`config.mk`:
```
export PLATFORM = sky130hd
export DESIGN_NAME = cpc_controller
export DESIGN_NICKNAME = d
export VERILOG_FILES = /design/src/inc/cpc_pkg.sv /design/src/logic/cpc_controller.sv /design/src/logic/cpc_delay_timer.sv
export VERILOG_INCLUDE_DIRS = /design/src /design/src/inc
export SDC_FILE = /design/constraint.sdc
export NUM_CORES = 1
export LEC_CHECK = 0
export BUFFER_PORTS_ARGS = -buffer_cell sky130_fd_sc_hd__buf_2
export CORE_MARGIN = 5
export CORE_UTILIZATION = 62
export CTS_CLUSTER_DIAMETER = 120
export DETAILED_ROUTE_END_ITERATION = 8
export PLACE_DENSITY = 0.89
export SKIP_CTS_REPAIR_TIMING = 1
export SYNTH_ARGS = -nofsm -noshare
export SYNTH_HDL_FRONTEND = slang
export SYNTH_HIERARCHICAL = 1
export SYNTH_SLANG_ARGS = --single-unit
export TNS_END_PERCENT = 5
```
`constraint.sdc`:
```
create_clock -name clk_i -period 2.7 [get_ports clk_i]
set_clock_uncertainty 0.1 [all_clocks]
set_input_delay 0.54 -clock clk_i [delete_from_list [all_inputs] [get_ports clk_i]]
set_output_delay 0.54 -clock clk_i [all_outputs]
set_load 0.1 [all_outputs]
```
`src/inc/cpc_cfg.svh`:
```
`ifndef CPC_CFG_SVH
`define CPC_CFG_SVH

// ==========================================================
// Time base
// ==========================================================
`define CPC_CLK_KHZ 100000

// ==========================================================
// Detection delays, time then cycle count
// ==========================================================
// overcharge delay
`define CPC_OVC_DLY_MS 120
`define CPC_OVC_DLY_CYC (`CPC_OVC_DLY_MS * `CPC_CLK_KHZ)
`define CPC_UV_DLY_MS 120
`define CPC_UV_DLY_CYC (`CPC_UV_DLY_MS * `CPC_CLK_KHZ)
`define CPC_LOW_DLY_MS 10
`define CPC_LOW_DLY_CYC (`CPC_LOW_DLY_MS * `CPC_CLK_KHZ)
`define CPC_MID_DLY_MS 3
`define CPC_MID_DLY_CYC (`CPC_MID_DLY_MS * `CPC_CLK_KHZ)
`define CPC_SHORT_DLY_US 150
`define CPC_SHORT_DLY_CYC (`CPC_SHORT_DLY_US * `CPC_CLK_KHZ / 1000)
`define CPC_COC_DLY_MS 10
`define CPC_COC_DLY_CYC (`CPC_COC_DLY_MS * `CPC_CLK_KHZ)
`define CPC_CNT_W 24

// ==========================================================
// Synchronised input bit positions
// ==========================================================
`define CPC_IN_W 14
`define CPC_IN_OVC 0
`define CPC_IN_OCR 1
`define CPC_IN_UV 2
`define CPC_IN_UVR 3
`define CPC_IN_LOW 4
`define CPC_IN_MID 5
`define CPC_IN_SHORT 6
`define CPC_IN_COC 7
`define CPC_IN_TEMP 8
`define CPC_IN_TREC 9
`define CPC_IN_CHG 10
`define CPC_IN_CHGREM 11
`define CPC_IN_LOAD 12
`define CPC_IN_LREL 13

// ==========================================================
// Delay timer indices
// ==========================================================
`define CPC_TMR_N 6
`define CPC_T_OVC 0
`define CPC_T_UV 1
`define CPC_T_LOW 2
`define CPC_T_MID 3
`define CPC_T_SHORT 4
`define CPC_T_COC 5

`endif

```
`src/inc/cpc_pkg.sv`:
```
package cpc_pkg;

   // ==========================================================
   // Protection states, one-hot
   // ==========================================================
   typedef enum logic [6:0] {
      CPC_S_NORMAL    = 7'h01,
      CPC_S_OVCHG     = 7'h02,
      CPC_S_UVDSG     = 7'h04,
      CPC_S_OCUR      = 7'h08,
      CPC_S_OTEMP_DSG = 7'h10,
      CPC_S_OTEMP_CHG = 7'h20,
      CPC_S_CHG_OCUR  = 7'h40
   } cpc_state_e;

endpackage

```
`src/logic/cpc_controller.sv`:
```
`timescale 1ns/10ps
`include "cpc_cfg.svh"

// Overview of operation
// - Overvoltage held past its delay switches the pass switch off, blocking charge.
// - Overcharge delay is 120 ms from overvoltage flag rising.
// - Overcharge clears when cell falls below the overcharge release level.
// - Overcharge also clears below trip level with load present; not above it.
// - Undervoltage held past 120 ms blocks discharging.
// - Undervoltage block lifts at once when cell rises above undervoltage_release_level.
// - Three discharge current levels: 10 ms, 3 ms and 150 us delays.
// - Overcurrent block lifts at once when load release asserts.
// - Over temperature switches the pass switch off, charging or discharging.
// - Discharge thermal trip releases on temperature recovered and load released.
// - Charge thermal trip releases on temperature recovered and charger removed.
// - Charge overcurrent held past its delay blocks charging.
// - Charge overcurrent block lifts at once when charger is removed.
// - In undervoltage, charger detected and cell above trip level turns switch on.
// - Entering undervoltage state asserts the power-down output.
module cpc_controller #(
   parameter int unsigned OVC_DLY_CYC = `CPC_OVC_DLY_CYC,
   parameter int unsigned UV_DLY_CYC = `CPC_UV_DLY_CYC,
   parameter int unsigned LOW_DLY_CYC = `CPC_LOW_DLY_CYC,
   parameter int unsigned MID_DLY_CYC = `CPC_MID_DLY_CYC,
   parameter int unsigned SHORT_DLY_CYC = `CPC_SHORT_DLY_CYC,
   parameter int unsigned COC_DLY_CYC = `CPC_COC_DLY_CYC
) (
   // Clock and reset
   input wire logic clk_i,
   input wire logic rst_n_i,
   // Cell voltage comparators
   input wire logic cell_over_trip_i,
   input wire logic cell_below_release_i,
   input wire logic below_undervoltage_trip_level_i,
   input wire logic above_undervoltage_release_level_i,
   // Current comparators
   input wire logic low_current_i,
   input wire logic mid_current_i,
   input wire logic short_current_i,
   input wire logic charge_current_limit_i,
   // Temperature comparators
   input wire logic over_temp_i,
   input wire logic temp_recovered_i,
   // Pack terminal sensing
   input wire logic charger_det_i,
   input wire logic charger_removed_i,
   input wire logic load_present_i,
   input wire logic load_release_i,
   // Switch and mode outputs
   output logic fet_on_o,
   output logic charge_blocked_o,
   output logic discharge_blocked_o,
   output logic power_down_o,
   output logic [6:0] state_o
);

   // ==========================================================
   // Input synchronisers
   // ==========================================================
   logic [`CPC_IN_W-1:0] raw_w;
   logic [`CPC_IN_W-1:0] s1_reg;
   logic [`CPC_IN_W-1:0] s2_reg;
   logic [`CPC_IN_W-1:0] s3_reg;
   logic [`CPC_IN_W-1:0] flt_reg;
   logic [`CPC_IN_W-1:0] flt_next;

   assign raw_w[`CPC_IN_OVC] = cell_over_trip_i;
   assign raw_w[`CPC_IN_OCR] = cell_below_release_i;
   assign raw_w[`CPC_IN_UV] = below_undervoltage_trip_level_i;
   assign raw_w[`CPC_IN_UVR] = above_undervoltage_release_level_i;
   assign raw_w[`CPC_IN_LOW] = low_current_i;
   assign raw_w[`CPC_IN_MID] = mid_current_i;
   assign raw_w[`CPC_IN_SHORT] = short_current_i;
   assign raw_w[`CPC_IN_COC] = charge_current_limit_i;
   assign raw_w[`CPC_IN_TEMP] = over_temp_i;
   assign raw_w[`CPC_IN_TREC] = temp_recovered_i;
   assign raw_w[`CPC_IN_CHG] = charger_det_i;
   assign raw_w[`CPC_IN_CHGREM] = charger_removed_i;
   assign raw_w[`CPC_IN_LOAD] = load_present_i;
   assign raw_w[`CPC_IN_LREL] = load_release_i;

   // Accept a change once stages two and three agree
   genvar gi;
   generate
      for (gi = 0; gi < `CPC_IN_W; gi++) begin : g_sync
         assign flt_next[gi] = (s2_reg[gi] == s3_reg[gi]) ? s3_reg[gi] : flt_reg[gi];
      end
   endgenerate

   // Synchroniser stages
   always_ff @(posedge clk_i) begin
      if (!rst_n_i) begin
         s1_reg <= '0;
         s2_reg <= '0;
         s3_reg <= '0;
         flt_reg <= '0;
      end else begin
         s1_reg <= raw_w;
         s2_reg <= s1_reg;
         s3_reg <= s2_reg;
         flt_reg <= flt_next;
      end
   end

   // ==========================================================
   // Detection delay timers
   // ==========================================================
   localparam int unsigned DLY_CYC [`CPC_TMR_N] = '{
      OVC_DLY_CYC, UV_DLY_CYC, LOW_DLY_CYC, MID_DLY_CYC, SHORT_DLY_CYC, COC_DLY_CYC};

   cpc_pkg::cpc_state_e st_reg;
   cpc_pkg::cpc_state_e st_next;
   logic [`CPC_TMR_N-1:0] tmr_flt_w;
   logic [`CPC_TMR_N-1:0] exp_w;
   logic in_normal_w;

   assign in_normal_w = (st_reg == cpc_pkg::CPC_S_NORMAL);
   assign tmr_flt_w[`CPC_T_OVC] = flt_reg[`CPC_IN_OVC] & in_normal_w;
   assign tmr_flt_w[`CPC_T_UV] = flt_reg[`CPC_IN_UV] & in_normal_w;
   assign tmr_flt_w[`CPC_T_LOW] = flt_reg[`CPC_IN_LOW] & in_normal_w;
   assign tmr_flt_w[`CPC_T_MID] = flt_reg[`CPC_IN_MID] & in_normal_w;
   assign tmr_flt_w[`CPC_T_SHORT] = flt_reg[`CPC_IN_SHORT] & in_normal_w;
   assign tmr_flt_w[`CPC_T_COC] = flt_reg[`CPC_IN_COC] & in_normal_w;

   generate
      for (gi = 0; gi < `CPC_TMR_N; gi++) begin : g_tmr
         cpc_delay_timer #(
            .CYCLES(DLY_CYC[gi])
         ) u_tmr (
            .clk_i(clk_i),
            .rst_n_i(rst_n_i),
            .fault_i(tmr_flt_w[gi]),
            .expired_o(exp_w[gi])
         );
      end
   endgenerate

   // ==========================================================
   // Protection state machine
   // ==========================================================
   logic cur_trip_w;
   logic fet_reg;
   logic fet_next;
   logic pd_reg;
   logic pd_next;
   logic cblk_reg;
   logic cblk_next;
   logic dblk_reg;
   logic dblk_next;

   assign cur_trip_w = exp_w[`CPC_T_LOW] | exp_w[`CPC_T_MID] | exp_w[`CPC_T_SHORT];

   // Next state and outputs
   always_comb begin
      st_next = st_reg;
      case (st_reg)
         cpc_pkg::CPC_S_NORMAL: begin
            if (flt_reg[`CPC_IN_TEMP]) begin
               st_next = flt_reg[`CPC_IN_CHG] ? cpc_pkg::CPC_S_OTEMP_CHG
                                               : cpc_pkg::CPC_S_OTEMP_DSG;
            end else if (cur_trip_w) begin
               st_next = cpc_pkg::CPC_S_OCUR;
            end else if (exp_w[`CPC_T_UV]) begin
               st_next = cpc_pkg::CPC_S_UVDSG;
            end else if (exp_w[`CPC_T_COC]) begin
               st_next = cpc_pkg::CPC_S_CHG_OCUR;
            end else if (exp_w[`CPC_T_OVC]) begin
               st_next = cpc_pkg::CPC_S_OVCHG;
            end
         end
         cpc_pkg::CPC_S_OVCHG: begin
            if (flt_reg[`CPC_IN_OCR] ||
                (!flt_reg[`CPC_IN_OVC] && flt_reg[`CPC_IN_LOAD])) begin
               st_next = cpc_pkg::CPC_S_NORMAL;
            end
         end
         cpc_pkg::CPC_S_UVDSG: begin
            if (flt_reg[`CPC_IN_UVR] ||
                (flt_reg[`CPC_IN_CHG] && !flt_reg[`CPC_IN_UV])) begin
               st_next = cpc_pkg::CPC_S_NORMAL;
            end
         end
         cpc_pkg::CPC_S_OCUR: begin
            if (flt_reg[`CPC_IN_LREL]) begin
               st_next = cpc_pkg::CPC_S_NORMAL;
            end
         end
         cpc_pkg::CPC_S_OTEMP_DSG: begin
            if (flt_reg[`CPC_IN_TREC] && flt_reg[`CPC_IN_LREL]) begin
               st_next = cpc_pkg::CPC_S_NORMAL;
            end
         end
         cpc_pkg::CPC_S_OTEMP_CHG: begin
            if (flt_reg[`CPC_IN_TREC] && flt_reg[`CPC_IN_CHGREM]) begin
               st_next = cpc_pkg::CPC_S_NORMAL;
            end
         end
         cpc_pkg::CPC_S_CHG_OCUR: begin
            if (flt_reg[`CPC_IN_CHGREM]) begin
               st_next = cpc_pkg::CPC_S_NORMAL;
            end
         end
         default: begin
            st_next = cpc_pkg::CPC_S_NORMAL;
         end
      endcase
      fet_next = (st_next == cpc_pkg::CPC_S_NORMAL);
      pd_next = (st_next == cpc_pkg::CPC_S_UVDSG);
      cblk_next = (st_next == cpc_pkg::CPC_S_OVCHG) ||
                  (st_next == cpc_pkg::CPC_S_OTEMP_CHG) ||
                  (st_next == cpc_pkg::CPC_S_CHG_OCUR);
      dblk_next = (st_next == cpc_pkg::CPC_S_UVDSG) ||
                  (st_next == cpc_pkg::CPC_S_OCUR) ||
                  (st_next == cpc_pkg::CPC_S_OTEMP_DSG);
   end

   // State and output registers
   always_ff @(posedge clk_i) begin
      if (!rst_n_i) begin
         st_reg <= cpc_pkg::CPC_S_NORMAL;
         fet_reg <= 1'b1;
         pd_reg <= 1'b0;
         cblk_reg <= 1'b0;
         dblk_reg <= 1'b0;
      end else begin
         st_reg <= st_next;
         fet_reg <= fet_next;
         pd_reg <= pd_next;
         cblk_reg <= cblk_next;
         dblk_reg <= dblk_next;
      end
   end

   assign fet_on_o = fet_reg;
   assign power_down_o = pd_reg;
   assign charge_blocked_o = cblk_reg;
   assign discharge_blocked_o = dblk_reg;
   assign state_o = st_reg;
endmodule

```
`src/logic/cpc_delay_timer.sv`:
```
`timescale 1ns/10ps
`include "cpc_cfg.svh"

module cpc_delay_timer #(
   parameter int unsigned CYCLES = 1
) (
   // Clock and reset
   input wire logic clk_i,
   input wire logic rst_n_i,
   // Fault level in, trip level out
   input wire logic fault_i,
   output logic expired_o
);

   localparam logic [`CPC_CNT_W-1:0] LAST = `CPC_CNT_W'(CYCLES - 1);

   logic [`CPC_CNT_W-1:0] cnt_reg;
   logic [`CPC_CNT_W-1:0] cnt_next;
   logic exp_reg;
   logic exp_next;

   // ==========================================================
   // Count while the fault holds
   // ==========================================================
   // restart on gap
   always_comb begin
      cnt_next = '0;
      exp_next = 1'b0;
      if (fault_i) begin
         cnt_next = (cnt_reg == LAST) ? cnt_reg : cnt_reg + `CPC_CNT_W'(1);
         exp_next = (cnt_reg == LAST);
      end
   end

   // Register the count
   always_ff @(posedge clk_i) begin
      if (!rst_n_i) begin
         cnt_reg <= '0;
         exp_reg <= 1'b0;
      end else begin
         cnt_reg <= cnt_next;
         exp_reg <= exp_next;
      end
   end

   assign expired_o = exp_reg;
endmodule

```
; After elaboration in Yosys (flattened, before gate mapping)
; Cells that the tools add are included.
; Widths: inputs -> output; s select.
[word_totals]
regBits = 217
inputBits = 16
output_inout_bits = 11
[op_classes]
n_reduce_logical = 18
add_sub_neg = 6
bitwise = 8
eq_ne = 34
muxes = 13
[ops]
columns = operator, count
row1 = $add 24x1->24 const B, 6
row2 = $mux 7, 11
row3 = $pmux 7 s7, 1
row4 = $eq 24x20->1 const B, 2
row5 = $eq 24x24->1 const B, 2
row6 = $eq 24x14->1 const B, 1
row7 = $eq 24x19->1 const B, 1
row8 = $eq 1x1->1, 14
row9 = $eq 7x1->1 const B, 2
row10 = $eq 7x2->1 const B, 2
row11 = $eq 7x3->1 const B, 2
row12 = $eq 7x4->1 const B, 2
row13 = $eq 7x5->1 const B, 2
row14 = $eq 7x6->1 const B, 2
row15 = $eq 7x7->1 const B, 2
row16 = $reduce_and 2->1, 6
row17 = $and 1x1->1, 6
row18 = $logic_or 1x1->1, 6
row19 = $mux 6, 1
row20 = $logic_and 1x1->1, 4
row21 = $logic_not 1->1, 2
row22 = $or 1x1->1, 2

; Logic depth before layout (Yosys ltp)
; Gate-level depths: netlist of the first run.
[logic_depth]
ltp_word = 9
ltp_mapped = 10
mapped_depth_nobuf = 7

; Modules after synthesis
; The synthesis of the first run kept the hierarchy.
[modules_own_cells]
columns = mod, cells_per_inst, instances, area_each_um2, seq_area_each_um2
row1 = cpc_delay_timer at g_tmr[2].u_tmr ..., 149, 2, 1258.7, 500.5
row2 = cpc_delay_timer at g_tmr[0].u_tmr ..., 152, 2, 1247.4, 500.5
row3 = cpc_controller, 254, 1, 2396.0, 1341.3
row4 = cpc_delay_timer at g_tmr[4].u_tmr, 147, 1, 1281.2, 500.5
row5 = cpc_delay_timer at g_tmr[3].u_tmr, 146, 1, 1208.7, 500.5

; Worst setup path before layout of the first run
; Ideal clock, no wire load.
[synth_timing]
kind = register to register
from = register st_reg[0] (netlist: state_o[0])
to = register g_tmr[2].u_tmr.cnt_reg[3]
path_stages_with_launch = 9
arrival_time_ps = 2865
required_time_ps = 2538
path_buffers = 2
path_slack_ps = -327
setup_ps = 62
path_cell_list = dfxtp_1 > clkbuf_1 > or3b_2 > nor2_1 > and2_1 > nand2_1 > clkbuf_1 > or3_1 > nand3_1
[synth_via]
elab_chain_cells = 3
[synth_rtl]
columns = element, line_no
row1 = "start, declared", cpc_controller.sv:111  ; cpc_pkg::cpc_state_e st_reg;
row2 = "start signal, assigned", cpc_controller.sv:220  ; st_reg <= cpc_pkg::CPC_S_NORMAL;
row3 = "start signal, assigned", cpc_controller.sv:226  ; st_reg <= st_next;
row4 = $eq 7x1->1, cpc_controller.sv:117  ; assign in_normal_w = (st_reg == cpc_pkg::CPC_S_NORMAL);
row5 = $and 1x1->1, cpc_controller.sv:120  ; assign tmr_flt_w[`CPC_T_LOW] = flt_reg[`CPC_IN_LOW] & in_normal_w;
row6 = named net tmr_flt_w[2], cpc_controller.sv:113  ; logic [`CPC_TMR_N-1:0] tmr_flt_w;
row7 = $reduce_and 2->1 (no source line), -
row8 = "end signal, assigned", cpc_delay_timer.sv:41  ; cnt_reg <= cnt_next;
row9 = "end, declared", cpc_delay_timer.sv:17  ; logic [`CPC_CNT_W-1:0] cnt_reg;
; The timed path passes the listed nets, and every way through them passes these cells.
; A chain may end at the register's enable or synchronous reset.

; Worst setup path after layout of the first run
[layout_timing]
from = register st_reg[5] (netlist: state_o[5])
to = register g_tmr[5].u_tmr.cnt_reg[21]
[layout_via]
elab_chain_cells = 3
[layout_rtl]
columns = element, line_no
row1 = $eq 7x1->1, cpc_controller.sv:117
row2 = $and 1x1->1, cpc_controller.sv:123  ; assign tmr_flt_w[`CPC_T_COC] = flt_reg[`CPC_IN_COC] & in_normal_w;
row3 = named net tmr_flt_w[5], cpc_controller.sv:113
row4 = $reduce_and 2->1 (no source line), -
row5 = "end signal, assigned", cpc_delay_timer.sv:41
row6 = "end, declared", cpc_delay_timer.sv:17
; The timed path passes the listed nets, and every way through them passes these cells.

==> reports/metrics.cfg, run 1 <==
[cts]
h-tree-depth = 1
numCtsBuffers = 23
clock_latency_ns = 0.50
cts.clk_slew.worst_paths_ns = 0.06
clockBufferDepth = 3
clockRootBuffer = clkbuf_16
cts.sinks = 217
cts_tree = yes

[logic_synthesis]
synth_flop_cell = dfxtp_1
async_flop_share_pct = 0
netlist_instances = 1149
avgSynthCellArea_sq_um = 8.61
synth_seq_area_share_pct = 43.9
yosys_warnings = 6
synthTopCellsByArea = dfxtp_1 44%, a21oi_1 4.4%, and2_1 3.7%
yosysTopAreaCellShare_pct = 43.9
synth_area_sq_um = 9900
ys_seq_elements = 217
synth_edf_count = 0
ys_types = 68
synthesis.nets = 1171
synth_largest_area_cell = dfxtp_1

[die]
start_util_pct = 62.8
die_area_sq_um = 18600
die_h_um = 136
fp.coreArea_sq_um = 15800
fp-row-count = 46
die_w_um = 136
io_pins = 27

[global_routing]
grt_max_degree = 34
grt_pass1_vias = 8235
grt.overflow.total = 0
grt_pass1_wl_mm = 37.6
antenna_found_initial = 0
grt_usage_pct = 23.5

[detailed_routing]
dr.max_layer_used = met4
wl_met3_mm = 1.13
drtPass1Iterations = 5
ant_nets = 0
drc = 0
m1WireLength_mm = 9.49
drtIter0Drc = 602
wl_met2_mm = 10.6
wl_mm = 21.5
avgViaCountPerCell = 6.26
via_count = 8751
wl_per_cell_um = 15.4

[worst_setup_path]
rr_endpoint = g_tmr[5].u_tmr/cnt_reg[21]
end_kind = register
slowest_delay_ns = 0.63
r2r-start = state_o[5]
path_common_cell = or4_1
worstSetupStartpointType = register
cp_max_fo = 10
reg2regPathDepth = 7
required_ns = 3.03
slowest_stage = or4_1
worstPathArrival_ns = 2.85
path_class = register to register
path_cells = or4_1, nor2_1, buf_4, and2_1, nand2_1, or4_1, o21ai_0
regToRegSetupSlack_ns = 0.18

[placed_design]
dp_cells = 1355
place.detailed.hpwl_mm = 14.4
place.gp.congestion = 0.869
io_buffers = 26

[outcome]
status = complete, no violations

[final_layout]
largest_register_ffs = 144
nets = 1186
final_cells = 1397
diodes = 0
drive_gt1_share_pct = 10.8
syn_to_final_growth_pct = 11.2

[timing]
min_period_over_period_pct = 93.4
hold_viol = 0
setup_viol = 0
worstMarginPinSlew_ns = 0.728
max_freq_mhz = 397
maxSlewViolCount = 0
tns_ns = 0
relSlewSlack_pct = 51.0
rsz0062_at_grt = false
period_needed_ns = 2.52

[power]
vdd_drop_max_v = 0.000651
pwr_density_cell_nw_per_um2 = 614
power_leakage_nw = 3.68
total_power_mw = 6.76

[worst_hold_path]
min_path_type = input port to register
worstHoldStart = load_release_i
whs_endpoint = s1_reg[13]
worstHoldPathCells = 2

[flow_run]
cap_violations = 0

[area by class of cell]
cell class	count	area, sq um
Clock inverter	15	238
Tap cell	216	270
Fill cell	1197	4770
Clock buffer	27	611
Multi-Input combinational cell	852	5190
Sequential cell	217	4350
Timing Repair Buffer	39	228
Inverter	31	116
[layout by cell type (no fill, tap or decap), drive strengths merged, types with 5 or more instances in the layout]
master / synthesis / layout
and3: 22 / 22
inv: 31 / 33
nand2b: 8 / 8
nand4: 55 / 55
nor4b: 9 / 9
a21boi: 6 / 6
o21ai: 56 / 56
xor2: 22 / 22
and4: 20 / 20
a21oi: 88 / 88
nor4: 28 / 28
o31a: 6 / 6
or3: 28 / 28
nand2: 80 / 80
ha: 6 / 6
and2: 58 / 58
o31ai: 26 / 26
a31o: 8 / 8
a31oi: 16 / 16
dfxtp: 217 / 217
clkinv: 0 / 5
xnor2: 22 / 22
buf: 21 / 39
nor2: 93 / 93
nor3: 31 / 31
bufinv: 0 / 6
nand3: 74 / 74
or4: 40 / 40
clkbuf: 27 / 27
[critical path: cells and delay by family (launching register included)]
family	cells	cell delay, ns
AOI/OAI and AO/OA	1	0.08
buffers and inverters	1	0.17
DFF	1	0.36
and+or+nand+nor	5	1.73
[cells by family (layout without fill, tap and decap cells)]
family                   after synthesis  in the layout  share of synthesized area [%]
multiplexers                           2              2                          0.202
flip-flops                           217            217                           43.9
adder cells (fa/ha/maj)                6              6                          0.758
buffers and inverters                 80            112                           3.72
AND/OR/NAND/NOR                      568            568                           33.4
XOR/XNOR                              44             44                           3.89
AO/OA/AOI/OAI                        232            232                           14.1
[Yosys cell counts (all sizes together) (16+ instances only)]
cell type	n
nor3	31
o31ai	26
buf	21
inv	31
clkbuf	27
or4	40
or3	28
nor4	28
nand3	74
and4	20
dfxtp	217
and3	22
xnor2	22
a21oi	88
nor2	93
o21ai	56
nand4	55
a31oi	16
nand2	80
and2	58
xor2	22
[report_power, final]
group          switching [mW]  internal (mW)  leakage (nW)
logic                  0.0317         0.0252          1.51
clock network            1.26           2.20         0.414
registers              0.0120           3.23          1.76
[metrics by stage]
| step | util (%) | setup slack, ns | area (sq um) | hold slack (ns) |
|---|---|---|---|---|
| detailed placement | 64.4 | 0.208 | 10200 | 0.319 |
| global route | 69.8 | 0.0302 | 11000 | 0.138 |
| CTS | 69.8 | 0.196 | 11000 | 0.125 |
| floorplan | - | 0.0165 | 9910 | 0.306 |
| finish | 69.8 | 0.178 | 11000 | 0.141 |
| global placement | 64.4 | 0.216 | 10200 | 0.315 |
[worst max-delay path by stage]
stage | from | to | slack, ns
after floorplan | state_o[1] | g_tmr[2].u_tmr/cnt_reg[3] | 0.02
after global placement | state_o[5] | g_tmr[2].u_tmr/cnt_reg[21] | 0.22
after detailed placement | state_o[5] | g_tmr[2].u_tmr/cnt_reg[21] | 0.21
after CTS | state_o[5] | g_tmr[5].u_tmr/cnt_reg[21] | 0.20
after global routing | state_o[5] | g_tmr[5].u_tmr/cnt_reg[21] | 0.03
final | state_o[5] | g_tmr[5].u_tmr/cnt_reg[21] | 0.18
[per-layer routing]
metal	global-route usage (%)	up-vias
met5	0	-
met4	5.26	0
met3	3.00	29
met2	41.5	224
met1	30.9	4201
li1	-	4297
Power figures use the tool's default switching activity.
==> run 2, diff against run 1 <==
--- a/config.mk
+++ b/config.mk
@@ -6,12 +6,13 @@
 export SDC_FILE = /design/constraint.sdc
 export NUM_CORES = 1
 export LEC_CHECK = 0
+export ABC_AREA = 1
 export BUFFER_PORTS_ARGS = -buffer_cell sky130_fd_sc_hd__buf_2
 export CORE_MARGIN = 5
-export CORE_UTILIZATION = 62
+export CORE_UTILIZATION = 63
 export CTS_CLUSTER_DIAMETER = 120
 export DETAILED_ROUTE_END_ITERATION = 8
-export PLACE_DENSITY = 0.89
+export PLACE_DENSITY = 0.9
 export SKIP_CTS_REPAIR_TIMING = 1
 export SYNTH_ARGS = -nofsm -noshare
 export SYNTH_HDL_FRONTEND = slang
==> run 2 against run 1 <==
Net effect:
- non-clock buffer count fell by 7
- largest cell class unchanged
- register-to-register slack better by 0.37 ns
- clock power fell by 18%
==> reports/metrics.cfg, run 2 <==
[cts]
h-tree-depth = 1  ; unchanged
clockBufferDepth = 3  ; unchanged
cts.sinks = 217  ; unchanged
clock_latency_ns = 0.51  ; about the same
numCtsBuffers = 23  ; unchanged
cts_tree = yes
cts.clk_slew.worst_paths_ns = 0.06  ; about the same
clockRootBuffer = clkbuf_16

[worst_setup_path]
required_ns = 2.06  ; -0.97 ns
worstPathArrival_ns = 1.58  ; -1.27 ns
path_cells = buf_2
slowest_delay_ns = 0.55  ; -0.08 ns
path_class = register to primary output
critical_path_buf_inv_count = 1  ; unchanged
regToRegSetupSlack_ns = 0.55  ; +0.37 ns
slowest_stage = dfxtp_1
end_kind = primary output
worstSetupStartpointType = register
reg2regPathDepth = 9  ; +2
r2r-start = state_o[4]
critical_path.top_delay_family = flip-flops
rr_endpoint = g_tmr[3].u_tmr/cnt_reg[6]
cp_max_fo = 6  ; -4

[final_layout]
final_common_cell = nand2_1
postLayoutCoreUtil_pct = 70.2  ; +0.44 points
diodes = 0  ; unchanged
syn_to_final_growth_pct = 9.46
drive_gt1_share_pct = 11.0  ; +0.16 points
nets = 1732  ; +46%
fill_cells = 1359  ; +14%
largest_register_ffs = 144  ; unchanged
final_cell_mix = 425 x nand2_1, 325 x nor2_1, 219 x inv_1

[worst_hold_path]
whs_endpoint = s1_reg[7]
min_path_type = input port to register
worstHoldStart = charge_current_limit_i
worstHoldPathCells = 3  ; +1

[logic_synthesis]
avgSynthCellArea_sq_um = 6.61  ; -23%
async_flop_share_pct = 0  ; unchanged
ys_seq_elements = 217  ; unchanged
synthTopCellsByArea = dfxtp_1 39%, nand2_1 14%, nor2_1 11%
synth_edf_count = 0  ; unchanged
yosysTopAreaCellShare_pct = 39.3  ; -4.6 points
synthTopCellsByCount = 425 x nand2_1, 325 x nor2_1, 219 x inv_1, 217 x dfxtp_1, 96 x a21oi_1
yosys_warnings = 6  ; unchanged
synth_area_sq_um = 11100  ; +12%
synthesis.nets = 1695  ; +45%
synth_flop_cell = dfxtp_1
synth_seq_area_share_pct = 39.3  ; -4.6 points
netlist_instances = 1673  ; +46%
synth.most_common_cell = nand2_1
ys_types = 37  ; -46%
synth_largest_area_cell = dfxtp_1

[timing]
relSlewSlack_pct = 64.7  ; +14 points
min_period_over_period_pct = 82.3  ; -11 points
maxSlewViolCount = 0  ; unchanged
max_freq_mhz = 450  ; +13%
setup_viol = 0  ; unchanged
tns_ns = 0  ; unchanged
rsz0062_at_grt = false
layout_setup_ws_ns = 0.477  ; +0.299 ns
hold_viol = 0  ; unchanged
period_needed_ns = 2.22  ; -0.299 ns
worstMarginPinSlew_ns = 0.533  ; -0.194 ns

[detailed_routing]
ant_nets = 0  ; unchanged
via_count = 10200  ; +17%
avgViaCountPerCell = 5.26  ; -16%
drc = 0  ; unchanged
wl_met3_mm = 1.26  ; +12%
drtPass1Iterations = 6  ; +1
drtIter0Drc = 821  ; +36%
wl_mm = 23.7  ; +10%
m1WireLength_mm = 10.3  ; +8.0%
wl_per_cell_um = 12.2  ; -21%
dr.max_layer_used = met4
wl_met2_mm = 11.7  ; +10%

[global_routing]
grt_pass1_wl_mm = 41.7  ; +11%
grt.overflow.total = 0  ; unchanged
grt_max_degree = 31  ; -8.8%
grt_usage_pct = 23.7  ; +0.19 points
grt_pass1_vias = 9718  ; +18%
antenna_found_initial = 0  ; unchanged

[placed_design]
place.detailed.hpwl_mm = 17.1  ; +19%
io_buffers = 26  ; unchanged
dp_slack_ns = 0.562  ; +0.354 ns
place.gp.congestion = 0.916  ; +5.4%

[die]
io_pins = 27  ; unchanged
die_area_sq_um = 20300  ; +9.2%
fp-row-count = 48  ; +4.3%
start_util_pct = 64.2  ; +1.4 points
fp.coreArea_sq_um = 17200  ; +9.3%
die_w_um = 142  ; +4.5%
die_h_um = 142  ; +4.5%

[flow_run]
cap_violations = 0  ; unchanged

[power]
vdd_drop_max_v = 0.000484  ; -26%
power_leakage_nw = 4.54  ; +23%
pwr_density_cell_nw_per_um2 = 515  ; -16%

[outcome]
status = complete, no violations

[run 2: per-stage QoR]
| step | cell area, sq um | hold slack (ns) | power [mW] | cells |
|---|---|---|---|---|
| final | 12100 | 0.116 | 6.24 | 1944 |
| after global routing | 12100 | 0.102 | 6.47 | 1944 |
| after CTS | 12100 | 0.0968 | 6.30 | 1944 |
| after detailed placement | 11400 | 0.294 | 3.47 | 1910 |
| after global placement | 11400 | 0.293 | 3.46 | 1910 |
| after floorplan | 11100 | 0.286 | 3.43 | 1673 |
[run 2: worst max-delay path by stage]
stage	end	startpoint	depth (start not counted)	slack [ns]
2_1_floorplan	g_tmr[0].u_tmr/cnt_reg[10]	state_o[0]	9	0.31
3_3_place_gp	g_tmr[4].u_tmr/cnt_reg[9]	rst_n_i	5	0.64
3_5_place_dp	g_tmr[3].u_tmr/cnt_reg[6]	rst_n_i	5	0.56
4_1_cts	state_o[6]	state_o[6]	1	0.48
5_1_grt	g_tmr[3].u_tmr/cnt_reg[6]	state_o[0]	8	0.30
6_report	state_o[6]	state_o[6]	1	0.48
[run 2: kinds of logic (layout without fill, tap and decap cells)]
group	Yosys count	in the layout	synth area share (%)
AO/OA/AOI/OAI	177	177	8.60
XOR/XNOR	25	25	1.98
adder cells (fa/ha/maj)	6	6	0.679
buffers and inverters	255	301	8.72
flip-flops	217	217	39.3
AND/OR/NAND/NOR	993	993	40.7
[run 2: cell type report]
type,instances,area (sq um),area share [%]
sequential,217,4340,35.9
clock inverter,4,27.5,0.227
tap,225,282,2.33
clock buffer,30,642,5.30
timing repair buffer,32,175,1.45
inverter,235,885,7.31
multi-input combinational,1201,5750,47.5
[run 2: layer usage]
metal  track usage (%)  vias up
met3              3.29       47
met4              7.70        0
met1              29.7     4574
li1                  -     5304
met5                 0        -
met2              42.2      306
[run 2: report_power, final]
part / internal (mW) / total (mW) / switching, mW
Clock: 1.65 / 2.84 / 1.19
Combinational: 0.0408 / 0.149 / 0.108
Sequential: 3.23 / 3.25 / 0.0173
